<file path="config.mk">
export PLATFORM = sky130hd
export DESIGN_NAME = dual_prescaled_down_timers
export DESIGN_NICKNAME = d
export VERILOG_FILES = /design/src/shared/timer_pkg.sv /design/src/dual_prescaled_down_timers.sv
export SDC_FILE = /design/constraint.sdc
export NUM_CORES = 1
export LEC_CHECK = 0
export ABC_CLOCK_PERIOD_IN_PS = 3700
export BUFFER_PORTS_ARGS = -buffer_cell sky130_fd_sc_hd__buf_2
export CAP_MARGIN = 10
export CELL_PAD_IN_SITES_DETAIL_PLACEMENT = 1
export CELL_PAD_IN_SITES_GLOBAL_PLACEMENT = 1
export CORE_MARGIN = 2
export CORE_UTILIZATION = 30
export DETAILED_ROUTE_END_ITERATION = 10
export GPL_TIMING_DRIVEN = 0
export PLACE_DENSITY = 0.6
export SKIP_LAST_GASP = 1
export SLEW_MARGIN = 20
export SYNTH_ARGS = -nofsm -noshare
export SYNTH_HDL_FRONTEND = slang
export SYNTH_SLANG_ARGS = --single-unit
</file>
<file path="constraint.sdc">
create_clock -name clk_i -period 3.7 [get_ports clk_i]
set_clock_uncertainty 0.2 [all_clocks]
set_input_delay 0.555 -clock clk_i [delete_from_list [all_inputs] [get_ports clk_i]]
set_output_delay 0.555 -clock clk_i [all_outputs]
set_load 0.05 [all_outputs]
</file>
<file path="src/shared/timer_pkg.sv">
// Purpose: constants and types shared by the dual prescaled timer block
// Assumes: classic wishbone slave, 32-bit data, byte addressing
// Notes:   register offsets are full byte addresses of the register page
package timer_pkg;

    localparam logic [31:0] RTC_COUNT_ADDR    = 32'h01F80080;
    localparam logic [31:0] RTC_PRESCALE_ADDR = 32'h01F80084;
    localparam logic [31:0] GP_COUNT_ADDR     = 32'h01F80088;
    localparam logic [31:0] GP_PRESCALE_ADDR  = 32'h01F8008C;
    localparam logic [31:0] TIMER_CTRL_ADDR   = 32'h01F80098;
    localparam logic [31:0] IRQ_STATUS_ADDR   = 32'h01F800C0;
    localparam logic [31:0] IRQ_CLEAR_ADDR    = 32'h01F800C4;
    localparam logic [31:0] IRQ_ENABLE_ADDR   = 32'h01F800C8;

    // control register bit positions
    localparam int GP_RELOAD_AT_ZERO_BIT  = 0;
    localparam int GP_COUNT_LOAD_BIT      = 1;
    localparam int GP_COUNT_ENABLE_BIT    = 2;
    localparam int GP_PRESCALE_LOAD_BIT   = 3;
    localparam int RTC_RELOAD_AT_ZERO_BIT = 8;
    localparam int RTC_COUNT_LOAD_BIT     = 9;
    localparam int RTC_COUNT_ENABLE_BIT   = 10;
    localparam int RTC_PRESCALE_LOAD_BIT  = 11;

    // interrupt status bit positions
    localparam int IRQ_RTC_BIT = 0;
    localparam int IRQ_GP_BIT  = 1;

    // reset values
    localparam logic [31:0] COUNT_RESET        = 32'hFFFFFFFF;
    localparam logic [7:0]  RTC_PRESCALE_RESET = 8'hFF;
    localparam logic [15:0] GP_PRESCALE_RESET  = 16'hFFFF;
    localparam logic        RTC_RELOAD_RESET   = 1'b1;
    localparam logic        GP_RELOAD_RESET    = 1'b0;

    // behaviour of one timer channel as set by the control register
    typedef struct packed {
        logic reload_at_zero;
        logic enable;
    } timer_mode_t;

    // one-cycle load strobes for one timer channel
    typedef struct packed {
        logic count_load;
        logic prescale_load;
    } timer_load_t;

endpackage

</file>
<file path="src/dual_prescaled_down_timers.sv">
// Purpose: real time clock timer and general purpose timer, each a 32-bit
//          down counter behind its own down-counting prescaler
// Assumes: classic wishbone slave on clk_i, synchronous active-high reset
// Notes:   counter and prescaler addresses read the live value and write the preset
//          writes land on the edge where ack is sampled high, reads are captured one edge earlier
//          a counter loaded with zero never expires; widths above 32 bits need a wider bus
//          interrupt status, clear and enable sit on spare addresses of the register page
//
// Overview of operation
// - readable 32-bit down counters, reset all ones
// - counter write stores preset, read gives live
// - rtc 8-bit prescaler readable, resets to FFh
// - rtc prescaler write stores 8-bit preset
// - gp 16-bit prescaler readable, resets FFFFh
// - gp prescaler write stores 16-bit preset
// - rtc interrupt after count times prescale plus one
// - gp interrupt after count times prescale plus one
// - gp reload bit: reload at zero else stop
// - gp count load bit loads counter preset
// - gp enable bit counts, else both hold
// - gp prescale load bit loads prescaler preset
// - rtc reload bit, resets to one
// - rtc count load bit loads counter preset
// - rtc enable bit counts, else both hold
// - rtc prescale load bit loads prescaler preset
`timescale 1ns/100ps

module dual_prescaled_down_timers
    import timer_pkg::*;
#(
    parameter int COUNT_W        = 32,
    parameter int RTC_PRESCALE_W = 8,
    parameter int GP_PRESCALE_W  = 16
) (
    input  wire logic        clk_i,
    input  wire logic        rst_i,
    input  wire logic        cyc_i,
    input  wire logic        stb_i,
    input  wire logic        we_i,
    input  wire logic [31:0] adr_i,
    input  wire logic [3:0]  sel_i,
    input  wire logic [31:0] dat_i,
    output logic      [31:0] dat_o,
    output logic             ack_o,
    output logic             rtc_irq_o,
    output logic             gp_irq_o,
    output logic             irq_o
);

    // bus signals
    logic              req;
    logic              rd_stb;
    logic              wr_stb;
    logic [31:0]       wdata;
    logic              ack_r;
    logic [31:0]       dat_r;

    // rtc channel
    logic [COUNT_W-1:0]        rtc_count_value_r;
    logic [COUNT_W-1:0]        rtc_count_preset_r;
    logic [RTC_PRESCALE_W-1:0] rtc_prescale_value_r;
    logic [RTC_PRESCALE_W-1:0] rtc_prescale_preset_r;
    timer_mode_t               rtc_mode_r;
    timer_load_t               rtc_load;
    logic                      rtc_tick;
    logic                      rtc_expire;
    logic                      rtc_irq_r;

    // gp channel
    logic [COUNT_W-1:0]        gp_count_value_r;
    logic [COUNT_W-1:0]        gp_count_preset_r;
    logic [GP_PRESCALE_W-1:0]  gp_prescale_value_r;
    logic [GP_PRESCALE_W-1:0]  gp_prescale_preset_r;
    timer_mode_t               gp_mode_r;
    timer_load_t               gp_load;
    logic                      gp_tick;
    logic                      gp_expire;
    logic                      gp_irq_r;

    // next values of the channel registers
    logic [COUNT_W-1:0]        rtc_count_nxt;
    logic [RTC_PRESCALE_W-1:0] rtc_prescale_nxt;
    logic [COUNT_W-1:0]        gp_count_nxt;
    logic [GP_PRESCALE_W-1:0]  gp_prescale_nxt;

    // interrupt status and enable
    logic [1:0]                irq_status_r;
    logic [1:0]                irq_enable_r;
    logic [1:0]                irq_clear;
    logic [1:0]                irq_set;

    // merge a byte-lane write into an old word
    function automatic logic [31:0] lane_merge(input logic [31:0] old_v,
                                               input logic [31:0] new_v,
                                               input logic [3:0]  sel);
        logic [31:0] r;
        r = old_v;
        for (int i = 0; i < 4; i++) begin
            if (sel[i]) begin
                r[i*8 +: 8] = new_v[i*8 +: 8];
            end
        end
        return r;
    endfunction

    // a write to one address on the cycle the slave acks
    function automatic logic hit_wr(input logic [31:0] a);
        return wr_stb && (adr_i == a);
    endfunction

    // one prescaler clock: count down, reload the preset on underflow
    function automatic logic [31:0] prescale_step(input logic [31:0] value,
                                                  input logic [31:0] preset);
        logic [31:0] r;
        if (value == 32'h00000000) begin
            r = preset;
        end else begin
            r = value - 32'h00000001;
        end
        return r;
    endfunction

    // one counter update on a tick: the last step reloads or lands on zero;
    // callers keep the count within 32 bits, the width of the bus word
    function automatic logic [31:0] count_step(input logic [31:0] value,
                                               input logic [31:0] preset,
                                               input logic        tick,
                                               input logic        reload);
        logic [31:0] r;
        r = value;
        if (tick) begin
            if (reload && (value == 32'h00000001)) begin
                r = preset;
            end else begin
                r = value - 32'h00000001;
            end
        end
        return r;
    endfunction

    // one wait state: ack one cycle after the request, dropped the next cycle
    assign req    = cyc_i && stb_i && !ack_r;
    // a write lands on the ack edge, while the master still holds address and data
    assign rd_stb = req && !we_i;
    assign wr_stb = cyc_i && stb_i && we_i && ack_r;
    assign wdata  = dat_i;
    assign ack_o  = ack_r;
    assign dat_o  = dat_r;

    // ack generation; every address answers, unmapped reads return zero
    // ack is registered, so a strobe held high is answered every other cycle
    always_ff @(posedge clk_i) begin
        if (rst_i) begin
            ack_r <= 1'b0;
        end else begin
            ack_r <= req;
        end
    end

    // read mux, registered so read data comes from flip-flops
    always_ff @(posedge clk_i) begin
        if (rst_i) begin
            dat_r <= 32'h00000000;
        end else if (rd_stb) begin
            // the control and clear registers are write-only and read as zero
            case (adr_i)
                RTC_COUNT_ADDR:    dat_r <= 32'(rtc_count_value_r);
                RTC_PRESCALE_ADDR: dat_r <= 32'(rtc_prescale_value_r);
                GP_COUNT_ADDR:     dat_r <= 32'(gp_count_value_r);
                GP_PRESCALE_ADDR:  dat_r <= 32'(gp_prescale_value_r);
                IRQ_STATUS_ADDR:   dat_r <= 32'(irq_status_r);
                IRQ_ENABLE_ADDR:   dat_r <= 32'(irq_enable_r);
                default:           dat_r <= 32'h00000000;
            endcase
        end else begin
            dat_r <= 32'h00000000;
        end
    end

    // preset registers; writes hold until a load strobe or reload uses them
    always_ff @(posedge clk_i) begin
        if (rst_i) begin
            rtc_count_preset_r    <= COUNT_W'(COUNT_RESET);
            gp_count_preset_r     <= COUNT_W'(COUNT_RESET);
            rtc_prescale_preset_r <= RTC_PRESCALE_W'(RTC_PRESCALE_RESET);
            gp_prescale_preset_r  <= GP_PRESCALE_W'(GP_PRESCALE_RESET);
        end else begin
            if (hit_wr(RTC_COUNT_ADDR)) begin
                rtc_count_preset_r <= COUNT_W'(lane_merge(32'(rtc_count_preset_r), wdata, sel_i));
            end
            if (hit_wr(GP_COUNT_ADDR)) begin
                gp_count_preset_r <= COUNT_W'(lane_merge(32'(gp_count_preset_r), wdata, sel_i));
            end
            if (hit_wr(RTC_PRESCALE_ADDR)) begin
                rtc_prescale_preset_r <= RTC_PRESCALE_W'(
                    lane_merge(32'(rtc_prescale_preset_r), wdata, sel_i));
            end
            if (hit_wr(GP_PRESCALE_ADDR)) begin
                gp_prescale_preset_r <= GP_PRESCALE_W'(
                    lane_merge(32'(gp_prescale_preset_r), wdata, sel_i));
            end
        end
    end

    // control register: mode bits stored, load bits act as one-cycle strobes
    // reserved control bits are dropped, so only the eight defined bits have any effect
    always_ff @(posedge clk_i) begin
        if (rst_i) begin
            gp_mode_r.reload_at_zero  <= GP_RELOAD_RESET;
            gp_mode_r.enable          <= 1'b0;
            rtc_mode_r.reload_at_zero <= RTC_RELOAD_RESET;
            rtc_mode_r.enable         <= 1'b0;
        end else if (hit_wr(TIMER_CTRL_ADDR)) begin
            // the register is write-only as a word; partial lanes still update their byte
            if (sel_i[0]) begin
                gp_mode_r.reload_at_zero <= wdata[GP_RELOAD_AT_ZERO_BIT];
                gp_mode_r.enable         <= wdata[GP_COUNT_ENABLE_BIT];
            end
            if (sel_i[1]) begin
                rtc_mode_r.reload_at_zero <= wdata[RTC_RELOAD_AT_ZERO_BIT];
                rtc_mode_r.enable         <= wdata[RTC_COUNT_ENABLE_BIT];
            end
        end
    end

    // load strobes: writing zero to a load bit does nothing
    // the strobes last only the ack cycle of the control write
    always_comb begin
        gp_load.count_load     = hit_wr(TIMER_CTRL_ADDR) && sel_i[0] && wdata[GP_COUNT_LOAD_BIT];
        gp_load.prescale_load  = hit_wr(TIMER_CTRL_ADDR) && sel_i[0] && wdata[GP_PRESCALE_LOAD_BIT];
        rtc_load.count_load    = hit_wr(TIMER_CTRL_ADDR) && sel_i[1] && wdata[RTC_COUNT_LOAD_BIT];
        rtc_load.prescale_load = hit_wr(TIMER_CTRL_ADDR) && sel_i[1] && wdata[RTC_PRESCALE_LOAD_BIT];
    end

    // prescaler underflow ticks the counter; a stopped counter at zero stays idle
    // a counter loaded with zero never ticks, so it can never expire
    assign rtc_tick   = rtc_mode_r.enable && (rtc_prescale_value_r == '0)
                        && (rtc_count_value_r != '0);
    assign gp_tick    = gp_mode_r.enable && (gp_prescale_value_r == '0)
                        && (gp_count_value_r != '0);
    assign rtc_expire = rtc_tick && (rtc_count_value_r == COUNT_W'(1));
    assign gp_expire  = gp_tick && (gp_count_value_r == COUNT_W'(1));

    // rtc prescaler next value: a load strobe wins, a disabled channel holds its value
    always_comb begin
        rtc_prescale_nxt = rtc_prescale_value_r;
        if (rtc_load.prescale_load) begin
            rtc_prescale_nxt = rtc_prescale_preset_r;
        end else if (rtc_mode_r.enable) begin
            rtc_prescale_nxt = RTC_PRESCALE_W'(prescale_step(32'(rtc_prescale_value_r),
                                                             32'(rtc_prescale_preset_r)));
        end
    end

    // rtc prescaler register
    always_ff @(posedge clk_i) begin
        if (rst_i) begin
            rtc_prescale_value_r <= RTC_PRESCALE_W'(RTC_PRESCALE_RESET);
        end else begin
            rtc_prescale_value_r <= rtc_prescale_nxt;
        end
    end

    // rtc counter next value: the last step reloads the preset or lands on zero, per the reload mode bit
    // a load in the same cycle as an expiry wins, so software can restart a period at once
    always_comb begin
        if (rtc_load.count_load) begin
            rtc_count_nxt = rtc_count_preset_r;
        end else begin
            rtc_count_nxt = COUNT_W'(count_step(32'(rtc_count_value_r), 32'(rtc_count_preset_r),
                                                rtc_tick, rtc_mode_r.reload_at_zero));
        end
    end

    // rtc counter register
    always_ff @(posedge clk_i) begin
        if (rst_i) begin
            rtc_count_value_r <= COUNT_W'(COUNT_RESET);
        end else begin
            rtc_count_value_r <= rtc_count_nxt;
        end
    end

    // gp prescaler next value: a load strobe wins, a disabled channel holds its value
    always_comb begin
        gp_prescale_nxt = gp_prescale_value_r;
        if (gp_load.prescale_load) begin
            gp_prescale_nxt = gp_prescale_preset_r;
        end else if (gp_mode_r.enable) begin
            gp_prescale_nxt = GP_PRESCALE_W'(prescale_step(32'(gp_prescale_value_r),
                                                           32'(gp_prescale_preset_r)));
        end
    end

    // gp prescaler register
    always_ff @(posedge clk_i) begin
        if (rst_i) begin
            gp_prescale_value_r <= GP_PRESCALE_W'(GP_PRESCALE_RESET);
        end else begin
            gp_prescale_value_r <= gp_prescale_nxt;
        end
    end

    // gp counter next value: the last step reloads the preset or lands on zero, per the reload mode bit
    // a load in the same cycle as an expiry wins, so software can restart a period at once
    always_comb begin
        if (gp_load.count_load) begin
            gp_count_nxt = gp_count_preset_r;
        end else begin
            gp_count_nxt = COUNT_W'(count_step(32'(gp_count_value_r), 32'(gp_count_preset_r),
                                               gp_tick, gp_mode_r.reload_at_zero));
        end
    end

    // gp counter register
    always_ff @(posedge clk_i) begin
        if (rst_i) begin
            gp_count_value_r <= COUNT_W'(COUNT_RESET);
        end else begin
            gp_count_value_r <= gp_count_nxt;
        end
    end

    // one-cycle request pulses toward the interrupt controller
    always_ff @(posedge clk_i) begin
        if (rst_i) begin
            rtc_irq_r <= 1'b0;
            gp_irq_r  <= 1'b0;
        end else begin
            rtc_irq_r <= rtc_expire;
            gp_irq_r  <= gp_expire;
        end
    end

    assign rtc_irq_o = rtc_irq_r;
    assign gp_irq_o  = gp_irq_r;

    // write-one-to-clear strobes for the sticky status
    // a process rather than an assign, so the bus signals read inside hit_wr wake it
    always_comb begin
        irq_clear = 2'b00;
        if (hit_wr(IRQ_CLEAR_ADDR) && sel_i[0]) begin
            irq_clear = wdata[1:0];
        end
    end

    // expiry events in status bit order
    always_comb begin
        irq_set              = 2'b00;
        irq_set[IRQ_RTC_BIT] = rtc_expire;
        irq_set[IRQ_GP_BIT]  = gp_expire;
    end

    // sticky status: a new expiry in the clear cycle wins over the clear
    // so clearing a bit whose event fires in that cycle loses no expiry
    always_ff @(posedge clk_i) begin
        if (rst_i) begin
            irq_status_r <= 2'b00;
        end else begin
            irq_status_r <= irq_set | (irq_status_r & ~irq_clear);
        end
    end

    // interrupt enable register
    // only the low byte lane holds enable bits; other lanes are ignored
    always_ff @(posedge clk_i) begin
        if (rst_i) begin
            irq_enable_r <= 2'b00;
        end else if (hit_wr(IRQ_ENABLE_ADDR) && sel_i[0]) begin
            irq_enable_r <= wdata[1:0];
        end
    end

    // level interrupt while any enabled status bit is set
    // the per-channel pulses stay unmasked for a controller that counts edges
    assign irq_o = |(irq_status_r & irq_enable_r);

endmodule

</file>
==> flow_summary.yaml <==
setup_path:
  path_max_fanout: 10
  crit_path_end_kind: "flop"
  worstPathRequired_ns: 3.90
  slowest_stage: "nor2_1"
  reg2reg_to: "rtc_count_value_r[0]"
  start_kind: "input port"
  reg2regPathDepth: 9
  reg2reg_slack_ns: 0.20
  path_class: "input port to flop"
  max_stage_delay_ns: 0.66
  path_cells: "buf_2 -> or4_1 -> nor4_2 -> nand4b_1 -> clkbuf_1 -> nor2_1 -> mux2i_1 -> nand2_1"
  r2r-start: "rtc_prescale_value_r[0]"
  crit_arrival_ns: 3.80
layout:
  layout-drive-gt1-share: 0.142
  syn2layout_area_growth_pct: 19.7
  fin_util: 0.365
  nets: 1542
  fillCellCount: 4306
  stdcell_count: 1942
  fin_area_sq_mm: 0.0130
  antenna_cells: 0
drt:
  postRouteAntennaNets: 0
  wl_mm: 48.8
  via_count: 11300
  drc: 9
  via_per_inst: 5.81
  dr.pass1.iters: 11
  wl_per_cell_um: 25.1
  drt-initial-drc-count: 800
synthesis:
  ys_warn_count: 0
  ys_async_sr_fraction: 0
  synth.top_cell.area_share: 0.404
  yosys-top-cells-area: "dfxtp_1 40%, mux2i_1 8.0%, nand2_1 6.6%"
  yosysSeqAreaShare: 0.404
  syn_nets: 1407
  synth_area_per_cell_sq_um: 8.19
  muxShareOfSynthArea: 0.0874
  yosys.cell_types.count: 71
  synthSimpleGateAreaFrac: 0.253
  ys_top_cells_by_count: "219 x dfxtp_1, 190 x nand2_1, 131 x nor2_1, 91 x o21ai_0, 87 x mux2i_1"
  synthXorXnorAreaFrac: 0
  synth_edf_count: 0
  syn_inst: 1326
  synth_top_family_by_area: "simple AND/OR/NAND/NOR gates"
  syn-cell-area_sq_mm: 0.0109
  yosysTopAreaCell: "dfxtp_1"
  synth_fa_ha_area_frac: 0.00921
  ys.flop_type: "dfxtp_1"
  ys_ff_latch: 219
  synth-compound-area-share: 0.205
  synth_most_common_cell: "dfxtp_1"
floorplan:
  die_width_um: 194
  dieArea_sq_mm: 0.0377
  dieHeight_um: 194
  io_pins: 109
  num_rows: 69
  core_area_sq_mm: 0.0357
  initial_core_util: 0.305
cts:
  clock-sinks: 219
  clockRootBuffer: "clkbuf_16"
  ctsHoldBuffers: 0
  clk_pin_slew_ns: 0.07
  cts_buffers: 27
  post_cts_resized: 7
  post_cts_buffers: 0
  max-clock-path-buffers: 3
  clk-insertion-delay-late_ns: 0.55
  cts_tree: "yes"
  cts_max_level: 1
sta:
  grt_setup_unrepaired: "yes"
  setup_slack_ns: 0.108
  slew_headroom: 0.306
  max_freq_ghz: 0.278
  finalSetupViolations: 0
  finalCriticalPeriod_ns: 3.59
  hold_viol: 0
  final-max-slew-violation-count: 0
  tightest_slew_ns: 1.04
  whs_ns: 0.0652
  period_share: 0.971
grt:
  grt_max_degree: 14
  grt_pass1_vias: 11200
  grt_pass1_wl_mm: 72.3
  grt_use_total: 0.254
  grt_antenna_before_repair: 2
  overflow: 0
placed_design:
  dp_cells: 1894
  port_buffers: 107
  pre_cts_slack_ns: -0.504
  place_congestion: 0.918
  dpl.hpwl_mm: 37.1
  place_area_sq_mm: 0.0120
hold_path:
  hold_class: "input port to flop"
  hold_end: "rtc_count_preset_r[26]"
  hold_path.startpoint: "dat_i[26]"
  hold_path_depth: 3
pwr:
  leakagePower_nw: 4.44
  pwr_density_cell_mw_per_mm2: 414
  ir_drop_uv: 342
outcome:
  run_status: "complete, but fails checks"
  violations: "DRC"
flow_run:
  cap_violations: 0
[worst max-delay path, delay by kind of cell]
kind,cells,cell delay (ns)
buffers and inverters,2,0.54
and+or+nand+nor,5,2.44
muxes,1,0.26
[sequential cells by signal, summed over array words and instances, names as in the netlist]
name                   count
dat_o                     32
irq_enable_r               2
gp_prescale_value_r       16
rtc_irq_o                  1
rtc_mode_r                 2
ack_o                      1
rtc_prescale_value_r       8
gp_count_preset_r         32
irq_status_r               2
gp_mode_r                  2
gp_prescale_preset_r      16
rtc_prescale_preset_r      8
gp_count_value_r          32
rtc_count_preset_r        32
gp_irq_o                   1
rtc_count_value_r         32
[area by class of cell]
cell class,count,area (sq um),area share
sequential,219,4380,0.337
clock inverter,20,254,0.0195
buffer,85,359,0.0276
timing repair buffer,107,536,0.0412
clock buffer,29,693,0.0533
tap,461,577,0.0443
inverter,25,93.8,0.00721
multi-input combinational,996,6110,0.470
[worst max-delay path by stage]
stage / slack (ns) / from / end / cells after the start
after floorplan: 0.53 / adr_i[27] / gp_count_value_r[20] / 8
after global placement: -0.41 / adr_i[27] / rtc_count_value_r[20] / 8
after detailed placement: -0.50 / gp_prescale_value_r[2] / gp_count_value_r[12] / 9
after CTS: 0.03 / gp_prescale_value_r[2] / gp_count_value_r[12] / 8
after global routing: -0.007 / gp_prescale_value_r[2] / gp_count_value_r[12] / 8
final: 0.11 / adr_i[27] / rtc_count_preset_r[4] / 8
[logic make-up (layout without fill, tap and decap cells)]
group / count (synthesis) / count (layout)
AO/OA/AOI/OAI: 341 / 341
adder cells (fa/ha/maj): 8 / 8
buffers and inverters: 111 / 266
flip-flops: 219 / 219
multiplexers: 94 / 94
AND/OR/NAND/NOR: 553 / 553
[metal layers]
metal | wire [um] | global-route usage | vias to the layer above
met2 | 22300 | 0.418 | 384
li1 | - | - | 5205
met3 | 2730 | 0.0337 | 89
met1 | 21800 | 0.338 | 5596
met4 | 1940 | 0.0949 | 0
met5 | 0 | 0 | -
[per-stage QoR]
stage                     total power, mW  TNS (ns)
final                                5.38         0
after global routing                 5.53  -0.00709
after CTS                            5.43         0
after detailed placement             2.59    -23.44
after global placement               2.58    -22.54
after floorplan                      2.46         0
[power by group]
part	leakage, nW	total, mW	switching (mW)	internal [mW]
Clock	0.457	2.85	1.13	1.71
Combinational	2.21	0.174	0.128	0.0454
Sequential	1.77	2.36	0.000415	2.36
[cells in the final DEF (no fill, tap or decap), drive strengths merged, types with 39 or more instances in the layout]
cell type / netlist / routed
a21oi: 78 / 78
a22oi: 51 / 51
buf: 21 / 128
clkbuf: 65 / 93
dfxtp: 219 / 219
mux2i: 87 / 87
nand2: 192 / 192
nor2: 133 / 133
nor3: 39 / 39
nor4: 40 / 40
o21ai: 96 / 96
Power figures use the tool's default switching activity.
